**src/core/adc_cmd_pkg.sv**
```systemverilog
// Function
// - chip select high keeps the shutdown mode chosen by the power field
// - chip select high keeps the serial output undriven
// - external reference: normal while selected, shutdown while deselected
// - chip select falling wakes analog section and lets SCLK shift commands in
// - acquisition and conversion start from SCLK edges, no start input
// - 8-bit words: output low until 8th SCLK fall, then result MSB first
// - 16-bit words: output low, result MSB first from 16th SCLK fall
// - result shifts out as unsigned straight binary, MSB first
// - DSP mode: frame-sync input pulse starts a conversion sequenced by SCLK
// - DSP mode: frame-sync output pulse marks result ready on serial output
// - width-select input chooses 8-bit or 16-bit transfer words
// - 16-bit words stretch acquisition to eleven and a half SCLK cycles
// - three serial modes: external clock, internal clock, internal with scan
// - command: channel 7..5, scan 4..3, power 2..1, clock source 0
// - power-on reset sets power field bits, clears all others
// - channel field is a binary index of analog input 0 to 7
// - four-input scan: single, 0 to N, 2 to N, N four times
// - eight-input scan, internal clock only: 0 to N, 4 to N, N eight times
// - power codes: all on, all off, reference only, external reference
// - external or live reference needs no settling delay
// - width select low means 8-bit words, high means 16-bit words
// - selected power-down mode is entered on chip select rising edge
// - input bits latch on SCLK rises, from the first rise after select
package adc_cmd_pkg;
	localparam int CMD_W = 8;
	localparam int CH_HI = 7;
	localparam int CH_LO = 5;
	localparam int SCAN_HI = 4;
	localparam int SCAN_LO = 3;
	localparam int PD_HI = 2;
	localparam int PD_LO = 1;
	localparam int CLK_BIT = 0;
	localparam logic [7:0] CMD_RESET = 8'h06;
	localparam int RESULT_W = 14;
	localparam int WORD_W = 16;
	localparam int PAD_W = WORD_W - RESULT_W;
	// scan codes
	localparam logic [1:0] SCAN_SINGLE = 2'h0;
	localparam logic [1:0] SCAN_LOW = 2'h1;
	localparam logic [1:0] SCAN_UPPER = 2'h2;
	localparam logic [1:0] SCAN_REPEAT = 2'h3;
	// power-down codes
	localparam logic [1:0] PD_ALL_ON = 2'h0;
	localparam logic [1:0] PD_ALL_OFF = 2'h1;
	localparam logic [1:0] PD_REF_ONLY = 2'h2;
	localparam logic [1:0] PD_EXT_REF = 2'h3;
	// SCLK edge numbers of the externally clocked frame
	localparam logic [5:0] CH_RISE = 6'h03;
	localparam logic [5:0] CMD_RISE = 6'h08;
	localparam logic [5:0] SAMPLE_FALL_8 = 6'h06;
	localparam logic [5:0] SAMPLE_FALL_16 = 6'h0E;
	localparam logic [5:0] PRESENT_FALL_8 = 6'h08;
	localparam logic [5:0] PRESENT_FALL_16 = 6'h10;
	localparam logic [5:0] RISE_MAX = 6'h3F;
	// internal oscillator sequence in oscillator ticks; last readback bit in SCLK falls
	localparam logic [4:0] ACQ_TICKS = 5'h05;
	localparam logic [4:0] CONV_TICKS = 5'h10;
	localparam logic [3:0] LAST_BIT = 4'hF;
endpackage

```
**src/core/pin_sync.sv**
```systemverilog
// two-stage synchroniser for asynchronous pins; stage one feeds only stage two
module pin_sync #(
	parameter int WIDTH = 1,
	parameter logic [WIDTH-1:0] INIT = '0
) (
	input wire logic ref_clk_i,
	input wire logic rst_i,
	input wire logic [WIDTH-1:0] d_i,
	output logic [WIDTH-1:0] q_o
);
	logic [WIDTH-1:0] meta;

	// reset to the idle level of each pin
	always_ff @(posedge ref_clk_i or posedge rst_i) begin
		if (rst_i) begin
			meta <= INIT;
			q_o <= INIT;
		end else begin
			meta <= d_i;
			q_o <= meta;
		end
	end
endmodule

```
**src/core/result_store.sv**
```systemverilog
// flop store for scan results, one write port and one read port
module result_store #(
	parameter int WIDTH = 14,
	parameter int DEPTH = 8,
	parameter int AW = 3
) (
	input wire logic ref_clk_i,
	input wire logic rst_i,
	input wire logic we_i,
	input wire logic [AW-1:0] waddr_i,
	input wire logic [WIDTH-1:0] wdata_i,
	input wire logic [AW-1:0] raddr_i,
	output logic [WIDTH-1:0] rdata_o
);
	logic [WIDTH-1:0] mem [DEPTH];

	// one entry per generate step
	for (genvar i = 0; i < DEPTH; i++) begin : g_entry
		always_ff @(posedge ref_clk_i or posedge rst_i) begin
			if (rst_i) begin
				mem[i] <= '0;
			end else if (we_i && waddr_i == AW'(i)) begin
				mem[i] <= wdata_i;
			end
		end
	end

	assign rdata_o = mem[raddr_i];
endmodule

```
**src/core/serial_adc_command_port.sv**
```systemverilog
module serial_adc_command_port import adc_cmd_pkg::*; #(
	parameter int OSC_DIV = 4,
	parameter logic [2:0] SCAN_MID = 3'h4,
	parameter logic [3:0] SCAN_TIMES = 4'h8
) (
	input wire logic ref_clk_i,
	input wire logic rst_i,
	input wire logic cs_n_i,
	input wire logic sclk_i,
	input wire logic din_i,
	input wire logic frame_sync_in_i,
	input wire logic word_width_select_i,
	input wire logic [RESULT_W-1:0] sample_data_i,
	output logic dout_o,
	output logic dout_oe_o,
	output logic eoc_n_o,
	output logic frame_sync_out_o,
	output logic [2:0] channel_o,
	output logic sample_o,
	output logic analog_on_o,
	output logic ref_on_o,
	output logic buf_on_o,
	output logic osc_on_o
);
	typedef enum logic [2:0] {ST_IDLE, ST_WAKE, ST_ACQ, ST_CONV, ST_DONE} conv_state_e;

	logic [4:0] pins;
	logic cs_d;
	logic sclk_d;
	logic fs_d;
	logic [5:0] rise_cnt;
	logic [6:0] shift_in;
	logic [7:0] cmd;
	logic [1:0] pd_held;
	logic dsp_mode;
	logic [RESULT_W-1:0] conv_sample;
	logic [WORD_W-1:0] dout_sr;
	logic int_read;
	logic [3:0] rd_bits;
	logic [2:0] rd_idx;
	conv_state_e state;
	logic [4:0] tick_cnt;
	logic [2:0] conv_idx;
	logic [$clog2(OSC_DIV+1)-1:0] osc_cnt;
	logic osc_tick;
	logic [RESULT_W-1:0] store_rdata;

	// every serial-port pin crosses two flops first; select and frame sync idle high
	pin_sync #(.WIDTH(5), .INIT(5'h12)) u_sync (
		.ref_clk_i(ref_clk_i),
		.rst_i(rst_i),
		.d_i({cs_n_i, sclk_i, din_i, frame_sync_in_i, word_width_select_i}),
		.q_o(pins)
	);

	wire cs_n_s = pins[4];
	wire sclk_s = pins[3];
	wire din_s = pins[2];
	wire fs_s = pins[1];
	wire wide_s = pins[0];
	wire active = ~cs_n_s;

	// edge detection on synchronised levels
	wire sclk_rise = sclk_s & ~sclk_d;
	wire sclk_fall = ~sclk_s & sclk_d;
	wire cs_rise = cs_n_s & ~cs_d;
	wire fs_fall = ~fs_s & fs_d;

	always_ff @(posedge ref_clk_i or posedge rst_i) begin
		if (rst_i) begin
			cs_d <= 1'b1;
			sclk_d <= 1'b0;
			fs_d <= 1'b1;
		end else begin
			cs_d <= cs_n_s;
			sclk_d <= sclk_s;
			fs_d <= fs_s;
		end
	end

	// command fields
	wire [2:0] cmd_ch = cmd[CH_HI:CH_LO];
	wire [1:0] cmd_scan = cmd[SCAN_HI:SCAN_LO];
	wire [1:0] cmd_pd = cmd[PD_HI:PD_LO];
	wire cmd_int_clk = cmd[CLK_BIT];
	wire [7:0] next_cmd = {shift_in, din_s};
	wire cmd_done = sclk_rise && rise_cnt == CMD_RISE - 6'h01;

	// SCLK rise counter restarts on select and on a frame-sync pulse
	always_ff @(posedge ref_clk_i or posedge rst_i) begin
		if (rst_i) begin
			rise_cnt <= '0;
		end else if (!active || fs_fall) begin
			rise_cnt <= '0;
		end else if (sclk_rise && rise_cnt != RISE_MAX) begin
			rise_cnt <= rise_cnt + 6'h01;
		end
	end

	// command bits enter on rises 1..8, MSB first
	always_ff @(posedge ref_clk_i or posedge rst_i) begin
		if (rst_i) begin
			shift_in <= '0;
		end else if (active && sclk_rise && rise_cnt < CMD_RISE) begin
			shift_in <= next_cmd[6:0];
		end
	end

	// register updates only as a whole on the 8th rise, so a cut frame changes nothing
	always_ff @(posedge ref_clk_i or posedge rst_i) begin
		if (rst_i) begin
			cmd <= CMD_RESET;
		end else if (active && cmd_done) begin
			cmd <= next_cmd;
		end
	end

	// power mode captured at deselect and held until the next select
	always_ff @(posedge ref_clk_i or posedge rst_i) begin
		if (rst_i) begin
			pd_held <= CMD_RESET[PD_HI:PD_LO];
		end else if (cs_rise) begin
			pd_held <= cmd_pd;
		end
	end

	// DSP mode is armed by a frame-sync pulse while externally clocked
	always_ff @(posedge ref_clk_i or posedge rst_i) begin
		if (rst_i) begin
			dsp_mode <= 1'b0;
		end else if (!active) begin
			dsp_mode <= 1'b0;
		end else if (fs_fall && !cmd_int_clk) begin
			dsp_mode <= 1'b1;
		end
	end

	// power outputs: selected means on, except that external reference keeps both off
	wire ref_want = active ? (cmd_pd != PD_EXT_REF) :
		(pd_held == PD_ALL_ON || pd_held == PD_REF_ONLY);
	wire buf_want = active ? (cmd_pd != PD_EXT_REF) : (pd_held == PD_ALL_ON);

	always_ff @(posedge ref_clk_i or posedge rst_i) begin
		if (rst_i) begin
			analog_on_o <= 1'b0;
			ref_on_o <= 1'b0;
			buf_on_o <= 1'b0;
		end else begin
			analog_on_o <= active;
			ref_on_o <= ref_want;
			buf_on_o <= buf_want;
		end
	end

	// scan plan from the stored command
	wire [2:0] upper_first = (cmd_ch >= SCAN_MID) ? SCAN_MID : cmd_ch;
	wire [3:0] upper_count = (cmd_ch >= SCAN_MID) ? {1'b0, cmd_ch - SCAN_MID} + 4'h1 : 4'h1;
	wire [2:0] first_ch = (cmd_scan == SCAN_LOW) ? 3'h0 :
		(cmd_scan == SCAN_UPPER) ? upper_first : cmd_ch;
	wire [3:0] conv_count = (cmd_scan == SCAN_LOW) ? {1'b0, cmd_ch} + 4'h1 :
		(cmd_scan == SCAN_UPPER) ? upper_count :
		(cmd_scan == SCAN_REPEAT) ? SCAN_TIMES : 4'h1;
	wire stepping = (cmd_scan == SCAN_LOW) || (cmd_scan == SCAN_UPPER);
	wire [2:0] conv_ch = stepping ? first_ch + conv_idx : cmd_ch;
	wire [2:0] next_scan_ch = stepping ? first_ch + conv_idx + 3'h1 : cmd_ch;
	wire more_conv = ({1'b0, conv_idx} + 4'h1) < conv_count;

	// external-clock frame edges depend on the word width
	wire [5:0] sample_fall = wide_s ? SAMPLE_FALL_16 : SAMPLE_FALL_8;
	wire [5:0] present_fall = wide_s ? PRESENT_FALL_16 : PRESENT_FALL_8;
	wire ext_sample = active && sclk_fall && rise_cnt == sample_fall;
	wire ext_load = active && sclk_fall && rise_cnt == present_fall && !cmd_int_clk;
	wire int_sample = state == ST_ACQ && osc_tick && tick_cnt == ACQ_TICKS - 5'h01;
	wire int_end = state == ST_CONV && osc_tick && tick_cnt == CONV_TICKS - 5'h01;

	// internal oscillator modelled by a divider enable
	always_ff @(posedge ref_clk_i or posedge rst_i) begin
		if (rst_i) begin
			osc_cnt <= '0;
			osc_tick <= 1'b0;
		end else if (state == ST_IDLE || state == ST_DONE) begin
			osc_cnt <= '0;
			osc_tick <= 1'b0;
		end else begin
			osc_tick <= osc_cnt == ($bits(osc_cnt))'(OSC_DIV - 1);
			osc_cnt <= (osc_cnt == ($bits(osc_cnt))'(OSC_DIV - 1)) ? '0 : osc_cnt + 1'b1;
		end
	end

	// internal-clock sequence; deselect aborts it at once
	always_ff @(posedge ref_clk_i or posedge rst_i) begin
		if (rst_i) begin
			state <= ST_IDLE;
			tick_cnt <= '0;
			conv_idx <= '0;
		end else if (!active) begin
			state <= ST_IDLE;
			tick_cnt <= '0;
			conv_idx <= '0;
		end else begin
			unique case (state)
				ST_IDLE: begin
					if (cmd_done && next_cmd[CLK_BIT]) begin
						state <= ST_WAKE;
						conv_idx <= '0;
					end
				end
				ST_WAKE: begin
					if (osc_tick) begin
						state <= ST_ACQ;
						tick_cnt <= '0;
					end
				end
				ST_ACQ: begin
					if (int_sample) begin
						state <= ST_CONV;
						tick_cnt <= '0;
					end else if (osc_tick) begin
						tick_cnt <= tick_cnt + 5'h01;
					end
				end
				ST_CONV: begin
					if (int_end) begin
						state <= more_conv ? ST_ACQ : ST_DONE;
						conv_idx <= more_conv ? conv_idx + 3'h1 : conv_idx;
						tick_cnt <= '0;
					end else if (osc_tick) begin
						tick_cnt <= tick_cnt + 5'h01;
					end
				end
				ST_DONE: begin
					state <= ST_DONE;
				end
			endcase
		end
	end

	// channel follows the 3rd rise externally, the scan plan internally
	always_ff @(posedge ref_clk_i or posedge rst_i) begin
		if (rst_i) begin
			channel_o <= '0;
		end else if (active && sclk_rise && rise_cnt == CH_RISE - 6'h01) begin
			channel_o <= next_cmd[2:0];
		end else if (state == ST_WAKE || (state == ST_CONV && int_end && more_conv)) begin
			// repeat mode keeps input N; only the stepping scans advance
			channel_o <= (state == ST_WAKE) ? first_ch : next_scan_ch;
		end else if (state == ST_ACQ) begin
			channel_o <= conv_ch;
		end
	end

	// hold strobe and captured sample
	always_ff @(posedge ref_clk_i or posedge rst_i) begin
		if (rst_i) begin
			conv_sample <= '0;
			sample_o <= 1'b0;
		end else begin
			sample_o <= ext_sample || int_sample;
			if (ext_sample || int_sample) begin
				conv_sample <= sample_data_i;
			end
		end
	end

	// readback pointer looks one word ahead so the next entry is ready at word end
	wire word_end = int_read && rd_bits == LAST_BIT;
	wire [2:0] next_idx = word_end ? rd_idx + 3'h1 : rd_idx;
	wire next_ready = ({1'b0, rd_idx} + 4'h1) < conv_count;
	wire int_load = state == ST_DONE && !int_read;

	// results of a scan wait here until the host clocks them out
	result_store #(.WIDTH(RESULT_W), .DEPTH(8), .AW(3)) u_store (
		.ref_clk_i(ref_clk_i),
		.rst_i(rst_i),
		.we_i(int_end),
		.waddr_i(conv_idx),
		.wdata_i(conv_sample),
		.raddr_i(next_idx),
		.rdata_o(store_rdata)
	);

	// output shifter: low until the result is presented, zeros after it
	always_ff @(posedge ref_clk_i or posedge rst_i) begin
		if (rst_i) begin
			dout_sr <= '0;
			int_read <= 1'b0;
			rd_bits <= '0;
			rd_idx <= '0;
		end else if (!active) begin
			dout_sr <= '0;
			int_read <= 1'b0;
			rd_bits <= '0;
			rd_idx <= '0;
		end else if (ext_load) begin
			dout_sr <= {conv_sample, PAD_W'(0)};
		end else if (int_load) begin
			dout_sr <= {store_rdata, PAD_W'(0)};
			int_read <= 1'b1;
		end else if (sclk_fall) begin
			rd_bits <= int_read ? rd_bits + 4'h1 : rd_bits;
			rd_idx <= (word_end && next_ready) ? next_idx : rd_idx;
			if (word_end && next_ready) begin
				dout_sr <= {store_rdata, PAD_W'(0)};
			end else begin
				dout_sr <= {dout_sr[WORD_W-2:0], 1'b0};
			end
		end
	end

	assign dout_o = dout_sr[WORD_W-1];

	// output drive, done flag and frame-sync notice
	always_ff @(posedge ref_clk_i or posedge rst_i) begin
		if (rst_i) begin
			dout_oe_o <= 1'b0;
			eoc_n_o <= 1'b1;
			frame_sync_out_o <= 1'b0;
			osc_on_o <= 1'b0;
		end else begin
			dout_oe_o <= active;
			eoc_n_o <= !(active && state == ST_DONE);
			frame_sync_out_o <= ext_load && dsp_mode;
			osc_on_o <= state != ST_IDLE && state != ST_DONE;
		end
	end
endmodule

```
**config.mk**
```make
export PLATFORM = sky130hd
export DESIGN_NAME = serial_adc_command_port
export DESIGN_NICKNAME = d
export VERILOG_FILES = /design/src/core/adc_cmd_pkg.sv /design/src/core/pin_sync.sv /design/src/core/result_store.sv /design/src/core/serial_adc_command_port.sv
export SDC_FILE = /design/constraint.sdc
export NUM_CORES = 1
export LEC_CHECK = 0
export BUFFER_PORTS_ARGS = -buffer_cell sky130_fd_sc_hd__buf_4
export CAP_MARGIN = 20
export CELL_PAD_IN_SITES_DETAIL_PLACEMENT = 0
export CELL_PAD_IN_SITES_GLOBAL_PLACEMENT = 1
export CORE_MARGIN = 5
export CORE_UTILIZATION = 46
export CTS_CLUSTER_DIAMETER = 30
export CTS_CLUSTER_SIZE = 8
export DETAILED_ROUTE_END_ITERATION = 6
export GPL_TIMING_DRIVEN = 0
export HOLD_SLACK_MARGIN = 0.06
export PLACE_DENSITY = 0.8
export SYNTH_ARGS = -nofsm -noshare
export SYNTH_HDL_FRONTEND = slang
export SYNTH_SLANG_ARGS = --single-unit
export TNS_END_PERCENT = 1
```
**constraint.sdc**
```tcl
create_clock -name ref_clk_i -period 7.9 [get_ports ref_clk_i]
set_input_delay 0 -clock ref_clk_i [delete_from_list [all_inputs] [get_ports ref_clk_i]]
set_output_delay 0 -clock ref_clk_i [all_outputs]
set_load 0.02 [all_outputs]
```
After elaboration in Yosys (flattened, before gate mapping):

Index checks and enable logic that the tools add are counted.
Widths: inputs -> output; s select.

* bits in registers: 212
* output and inout port bits: 12

* bitwise logic cells: 10
* eq/ne operators: 33
* multiplexer cells: 64
* reduce and logical (&&, ||, !) cells: 61
* magnitude comparators: 5
* $add $sub $neg: 13

Operators by type and width (count)
* $mux 3: 27
* $mux 16: 5
* $bmux 14 s3: 1
* $mux 4: 10
* $logic_and 1x1->1: 32
* $mux 5: 6
* $mux 14: 2
* $add 3x1->4 const B: 4
* $reduce_and 4->1: 4
* $eq 3x2->1 const B: 5
* $eq 3x3->1 const B: 5
* $pmux 3 s5: 1
* $pmux 5 s3: 1
* $add 3x1->3 const B: 4
* $mux 6: 2
* $ne 3x2->1 const B: 4
* $reduce_bool 2->1: 6
* $reduce_bool 3->1: 3
* $lt 4x4->1: 2
* $mux 1: 8
* $reduce_bool 4->1: 2
* $add 6x1->6 const B: 1
* $eq 2x2->1 const B: 3
* $eq 3x1->1 const B: 2
* other kinds (29): 46

Depth between registers and ports, before layout:

Gate-level depths: netlist of run 1.

* word-level depth: 12
* mapped depth: 16

Hierarchy:

From an unflattened synthesis of run 1, not the netlist that was laid out.

* cell total of the unflattened synthesis: 779
* area, all modules: 10237.3 um2

By module, submodules not included
* result_store: instances 1, cells an instance 293, area each 5166.2 um2
* serial_adc_command_port: instances 1, cells an instance 475, area each 4812.1 um2
* pin_sync: instances 1, cells an instance 11, area each 259.0 um2

Least setup slack after synthesis of run 1:

No wires, ideal clock.

* kind: register to register
* from: register cmd[3]
* to: register dout_sr[10]
* setup time: 119 ps
* cell stages (with the launch flop): 14
* path slack: 4970 ps
* arrival time: 2812 ps
* cell sequence: dfrtp_1 -> ha_1 -> buf_2 -> or3b_1 -> o21a_1 -> ha_1 -> o211a_1 -> nor2b_1 -> a21oi_2 -> buf_4 -> nand2_1 -> buf_2 -> a22oi_1 -> a21bo_1

* longest elaborated chain between the ends: 11

Ends and longest elaborated chain
* from (decl): line serial_adc_command_port.sv:33 `logic [7:0] cmd;`
* from (signal assigned): line serial_adc_command_port.sv:114 `cmd <= next_cmd;`
* $eq 2x2->1: line serial_adc_command_port.sv:162 `(cmd_scan == SCAN_REPEAT) ? SCAN_TIMES : 4'h1;`
* $mux 4: line serial_adc_command_port.sv:162
* $mux 4: line serial_adc_command_port.sv:161 `(cmd_scan == SCAN_UPPER) ? upper_count :`
* $mux 4 (*): line serial_adc_command_port.sv:160 `wire [3:0] conv_count = (cmd_scan == SCAN_LOW) ? {1'b0, cmd_ch} + 4'h1 :`
* $lt 4x4->1 (*): line serial_adc_command_port.sv:268 `wire next_ready = ({1'b0, rd_idx} + 4'h1) < conv_count;`
* $logic_and 1x1->1 (*): line serial_adc_command_port.sv:302 `if (word_end && next_ready) begin`
* $mux 16 (*): line serial_adc_command_port.sv:302
* $mux 16 (*): line serial_adc_command_port.sv:299 `end else if (sclk_fall) begin`
* $mux 16 (*): line serial_adc_command_port.sv:296 `end else if (int_load) begin`
* $mux 16 (*): line serial_adc_command_port.sv:294 `end else if (ext_load) begin`
* $mux 16 (*): line serial_adc_command_port.sv:289 `end else if (!active) begin`
* to (signal assigned): line serial_adc_command_port.sv:295 `dout_sr <= {conv_sample, PAD_W'(0)};`
* to (signal assigned): line serial_adc_command_port.sv:297 `dout_sr <= {store_rdata, PAD_W'(0)};`
* to (signal assigned): line serial_adc_command_port.sv:303 `dout_sr <= {store_rdata, PAD_W'(0)};`
* to (decl): line serial_adc_command_port.sv:37 `logic [WORD_W-1:0] dout_sr;`

Every way passes the cells marked *; elsewhere a longest branch is shown, timed or not. The select of a mux whose other input is x is not followed.
A chain may end at the register's enable or synchronous reset.

Final worst setup path of run 1:

* from: register rd_idx[2]
* to: register dout_sr[4]

* longest elaborated chain between the ends: 11

Ends and longest elaborated chain
* from (decl): line serial_adc_command_port.sv:40 `logic [2:0] rd_idx;`
* from (signal assigned): line serial_adc_command_port.sv:301 `rd_idx <= (word_end && next_ready) ? next_idx : rd_idx;`
* $add 3x1->3: line serial_adc_command_port.sv:267 `wire [2:0] next_idx = word_end ? rd_idx + 3'h1 : rd_idx;`
* $mux 3: line serial_adc_command_port.sv:267
* $not 3->4 (implied by the code): line result_store.sv:28 `assign rdata_o = mem[raddr_i];`
* $bmux 14 s3: line result_store.sv:28
* $mux 14 (implied by the code) (2 in series): line result_store.sv:28
* $mux 16: line serial_adc_command_port.sv:302
* $mux 16: line serial_adc_command_port.sv:299
* $mux 16 (*): line serial_adc_command_port.sv:296
* $mux 16 (*): line serial_adc_command_port.sv:294
* $mux 16 (*): line serial_adc_command_port.sv:289

Marks and branches as above.

==> out/summary.txt, run 1 <==
outcome - finished clean
Yosys Warn Count - 0
Vias/cell - 5.56
Synth Net Count - 1048
Power Total - 3.50 mW
fin crit period - 3.91 ns
worst path buffer plus inverter count - 6
Setup crit end kind - flip-flop
post-CTS resize count - 0
fin cells - 1465
n_diodes - 0
layout cells sized above 1 - 26.7%
DRC Markers - 0
Unique masters post-synth - 71
Slew HR - 37.3%
Syn Area/Cell - 11.1 sq um
nets@finish - 1155
Clock Latency Late Sink - 0.55 ns
WP data required - 8.33 ns
grt ovf - 0
core outline area - 23600 sq um
clk_skew - 0.0229 ns
pin count of the biggest net entering global routing - 86
Rows - 56
Initial Util - 46.9%
cell taking the most area after synthesis - dfrtp_1
post-route clock period utilization - 49.5%
Hold Path Class - primary input to flip-flop
pwr dens - 252 nW/um^2
utilization after layout - 58.8%
Die Area - 27300 sq um
Mapped Cells - 998
Post-DP Area - 11800 sq um
CP max-delay cell - a21oi_2
DPL Wire Length - 18200 microns
IO buf count - 32
CTS max path bufs - 3
initial antenna violation count - 0
flop and latch count out of synthesis - 210
TritonCTS clock tree - done
Final Wtd Congestion - 0.848
CTS buffer count - 50
height of the chip - 165 microns
CP Max Fanout - 10
Crit path top cell by count - buf_2
sequential share of the synthesized area - 47.6%
worst hold path cell count - 2
final count of hold timing violations - 0
die width - 165 microns
Antenna Nets Post-Route - 0
Hold EP - u_sync.meta[2]
CTS H-tree lvls - 2
Startpoint Class - flip-flop
final instance area - 13900 sq um
min-delay src - din_i
placed cell count - 1351
TritonCTS Sinks - 210
critical path's top delay family - buffers and inverters
FF-to-FF End - dout_sr[4]
worst vdd ir - 203 uV
CTS clk-pin slew, worst paths - 0.04 ns
CP cell instances - buf_2, buf_2, clkbuf_1, buf_2, xor2_1, ha_1, o211a_1, nor2b_1, a21oi_2, buf_4, nand2_1, buf_2, a22oi_1, a21bo_1
Synth area leaders - dfrtp_1 (45%), mux2_2 (13%), nand2b_1 (3.8%), ha_1 (3.2%), mux2i_1 (3.0%)
setup ws final - 3.99 ns
critical path class - flip-flop to flip-flop
GRT Total Usage - 21.0%
reg-to-reg startpoint - rd_idx[2]
Final Max Slew Viols - 0
Synth Flop Type - dfrtp_1
drt first pass iters - 5
Worst-Margin Slew - 0.935 ns
DRT iter0 DRCs - 467
clock root buffer - clkbuf_16
Mapped Area - 11100 sq um
Crit path largest cell delay - 0.38 ns
ys async rst share - 100%
fmax - 0.256 GHz
worst r2r path cells - 14
Hold Worst Slack - 0.118 ns
unrepaired setup endpoints after global routing - false
Setup TNS Final - 0 ns
max-cap violations - 0
Boundary Pins - 33
Post-synth EDFFs - 0
Setup Viol. Count Final - 0
Arr. time, crit path - 4.34 ns
top-area cell type share of the netlist area - 45.0%
vias in the first global route - 8350
static leakage - 6.56 nW
DRT Wirelength - 27500 microns
Syn-to-layout area delta - 25.5%
per-cell routed wire length - 18.7 microns
FF-to-FF setup slack - 3.99 ns
first-pass GRT wire length - 45300 microns
pre-CTS WS - 4.06 ns
via count - 8145
flip-flops by register name (all words and copies together) (netlist names), 2 cells and up:
signal,count
u_store.mem,112
conv_sample,14
dout_sr,14
cmd,8
shift_in,7
rise_cnt,6
tick_cnt,5
u_sync.meta,5
u_sync.q_o,5
rd_bits,4
channel_o,3
conv_idx,3
osc_cnt,3
rd_idx,3
state,3
pd_held,2
worst max path at each step:
stage               startpoint        endpoint  cells past startpoint
floorplan                rst_i        buf_on_o                      1
global placement         rst_i  conv_sample[1]                      2
detailed placement   rd_idx[2]      dout_sr[4]                     14
CTS                  rd_idx[2]      dout_sr[4]                     14
global route         rd_idx[2]      dout_sr[4]                     14
finish               rd_idx[2]      dout_sr[4]                     14
power by group:
part	internal [mW]	switching (mW)	leakage (nW)	total (mW)
Sequential	1.10	0.0149	2.85	1.12
Combinational	0.0341	0.0428	2.78	0.0770
Clock	1.64	0.662	0.921	2.30
Total	2.78	0.719	6.56	3.50
synthesized netlist by cell type, types with 14 or more instances:
cell type	number
inv_1	24
a21oi_1	44
nor2_1	48
nand2_1	80
ha_1	28
clkbuf_1	38
buf_2	17
dfrtp_1	199
mux2i_1	33
nand3_1	14
o31ai_1	16
nand2b_1	68
buf_1	15
o21ai_0	15
a22oi_1	27
mux2_2	132
a211oi_1	14
cell families after synthesis:
kind of cell / synth area share (%)
AOI/OAI and AO/OA: 12.6
xor gates and xnor gates: 1.41
adders and majority gates: 3.35
buffers and inverters: 3.96
DFF: 47.6
muxes: 18.1
and+or+nand+nor: 13.0
timing repair:
item                      CTS  global route
hold buffers               21             0
setup buffers               0             0
hold endpoints to repair  152             0
final cells by class:
class                           instances  area, sq um
Buffer                                 76          344
Clock buffer                           59         1350
Clock inverter                         34          563
Fill cell                            1989         9730
Inverter                               25          101
Multi-Input combinational cell        687         5360
Sequential cell                       210         5270
Tap cell                              319          399
Timing Repair Buffer                   55          505
layer usage:
| layer | vias to the layer above | global-route usage, % | routed length (microns) |
|---|---|---|---|
| li1 | 3824 | - | - |
| met1 | 4058 | 31.4 | 13400 |
| met2 | 220 | 31.3 | 12100 |
| met3 | 43 | 3.77 | 1430 |
| met4 | 0 | 6.16 | 519 |
| met5 | - | 0 | 0 |
cell usage in the layout, fill, tap and decap left out, drive strengths merged, types with 7 or more instances in the layout:
cell         instances
a221oi              13
o31ai               16
nand3               14
mux2               145
nor2                48
nand2               81
dfrtp              199
clkbuf              97
clkinv              14
dlygate4sd3         21
buf                 72
and3                 8
nand4                9
o21ai               17
a211oi              15
a22oi               27
dfstp               11
a21oi               45
ha                  28
inv                 26
xor2                 7
o311a               13
a21bo               15
mux2i               34
or4                 13
nand2b              68
bufinv              13
No activity file was read; power rests on OpenSTA's default activity.
==> inputs of run 2 (changes only) <==
- clock period: 7.9 -> 4.1 ns (I/O delays scaled with it)
==> out/summary.txt, run 2 (synthesis results as in run 1) <==
fin cells - 1448
Vias/cell - 5.62
layout cells sized above 1 - 25.6%
pre-CTS WS - 0.271 ns
Power Total - 5.82 mW
most frequent cells in the layout - dfrtp_1 (199), mux2_2 (132), nand2_1 (80), nand2b_1 (68), nor2_1 (48)
per-cell routed wire length - 18.6 microns
WP data required - 4.49 ns
grt ovf - 0
pwr dens - 431 nW/um^2
Die Area - 27300 sq um
post-CTS resize count - 0
TritonCTS clock tree - done
CTS H-tree lvls - 2
DPL Wire Length - 18600 microns
Antenna Nets Post-Route - 0
setup ws final - 0.289 ns
final count of hold timing violations - 0
placed cell count - 1354
vias in the first global route - 8013
Setup TNS Final - 0 ns
initial antenna violation count - 0
max-cap violations - 0
Post-DP Area - 11800 sq um
drt first pass iters - 5
die width - 165 microns
Rows - 56
static leakage - 6.37 nW
outcome - finished clean
fmax - 0.262 GHz
Worst-Margin Slew - 0.986 ns
utilization after layout - 57.2%
pin count of the biggest net entering global routing - 42
via count - 8140
CTS max path bufs - 3
Top reg by flops - u_store.mem
unrepaired setup endpoints after global routing - false
Final Wtd Congestion - 0.853
DRC Markers - 0
Final Max Slew Viols - 0
core outline area - 23600 sq um
Slew HR - 33.8%
Startpoint Class - flip-flop
first-pass GRT wire length - 43800 microns
CTS buffer count - 43
Crit path largest cell delay - 0.51 ns
biggest regs - u_store.mem: 112 flops, conv_sample: 14 flops, dout_sr: 14 flops
CP Max Fanout - 10
Initial Util - 46.9%
fin crit period - 3.81 ns
clk_skew - 0.00877 ns
critical path class - flip-flop to flip-flop
max FFs per register - 112
Setup Viol. Count Final - 0
CP cell instances - ha_1, clkbuf_1, clkbuf_1, xor2_1, ha_1, o211a_1, nor2b_1, a21oi_2, buf_4, nand2_1, buf_2, a22oi_1, a21bo_1
most common cell after layout, fill and taps aside - dfrtp_1
CP max-delay cell - clkbuf_1
Arr. time, crit path - 4.21 ns
DRT Wirelength - 26900 microns
post-route clock period utilization - 93.0%
worst vdd ir - 354 uV
TritonCTS Sinks - 210
Syn-to-layout area delta - 22.0%
DRT iter0 DRCs - 531
FF-to-FF setup slack - 0.29 ns
Setup crit end kind - flip-flop
Clock Latency Late Sink - 0.51 ns
final instance area - 13500 sq um
GRT Total Usage - 20.2%
Boundary Pins - 33
Layout fillers - 1993
CTS clk-pin slew, worst paths - 0.04 ns
Hold Path Class - primary input to flip-flop
clock root buffer - clkbuf_16
nets@finish - 1149
Hold Worst Slack - 0.148 ns
IO buf count - 32
height of the chip - 165 microns
## run 2: cell count changes in the layout (fill, tap and decap cells not counted), sizes merged
cell / change
buf: +3
clkbuf: -1
dlygate4sd3: -1
bufinv: -8
inv: -3
clkinv: -8
diode: +1
## run 2: final timing paths
kind / from / endpoint / depth (start not counted)
worst max-delay path: rd_idx[0] / dout_sr[7] / 13
worst min-delay path: word_width_select_i / u_sync.meta[0] / 2
worst max register to register: rd_idx[0] / dout_sr[7] / 13
worst min register to register: u_sync.meta[3] / u_sync.q_o[3] / 0
max in group asynchronous: rst_i / conv_sample[1] / 6
min in group asynchronous: rst_i / conv_sample[10] / 3
## run 2: report_power, final
| part | total [mW] | internal, mW | switching, mW |
|---|---|---|---|
| Clock | 3.51 | 2.46 | 1.05 |
| Sequential | 2.15 | 2.12 | 0.0274 |
| Combinational | 0.154 | 0.0694 | 0.0843 |
| Total | 5.82 | 4.65 | 1.17 |
## run 2: area by class of cell
| cell class | instances | area (sq um) | area share (%) |
|---|---|---|---|
| inverter | 25 | 97.6 | 0.723 |
| timing repair buffer | 57 | 541 | 4.00 |
| tap | 319 | 399 | 2.96 |
| antenna | 1 | 2.50 | 0.0185 |
| sequential | 210 | 5270 | 39.0 |
| clock buffer | 59 | 1280 | 9.47 |
| clock inverter | 15 | 213 | 1.58 |
| multi-input combinational | 687 | 5360 | 39.7 |
| buffer | 75 | 340 | 2.52 |
## run 2: worst max-delay path: cells and delay by family (launching register included)
kind	cells	cell delay [ns]
buffers and inverters	4	1.39
DFF	1	0.46
adders and majority gates	2	0.44
AOI/OAI and AO/OA	4	0.90
and+or+nand+nor	2	0.28
xor gates and xnor gates	1	0.23
## run 2: what timing repair did
action | in CTS | in global routing
hold buffers | 20 | 0
setup buffers | 0 | 0
endpoints found under the setup margin | 0 | 1
hold endpoints to repair | 49 | 0
## run 2: routing by layer
layer | share of wire [%] | vias up | GRT usage, % | wire length (microns)
met5 | 0 | - | 0 | 0
met4 | 1.9 | 0 | 5.26 | 507
met3 | 6.0 | 36 | 3.47 | 1610
met2 | 44 | 216 | 30.3 | 11800
met1 | 48 | 4073 | 30.4 | 13000
li1 | - | 3815 | - | -
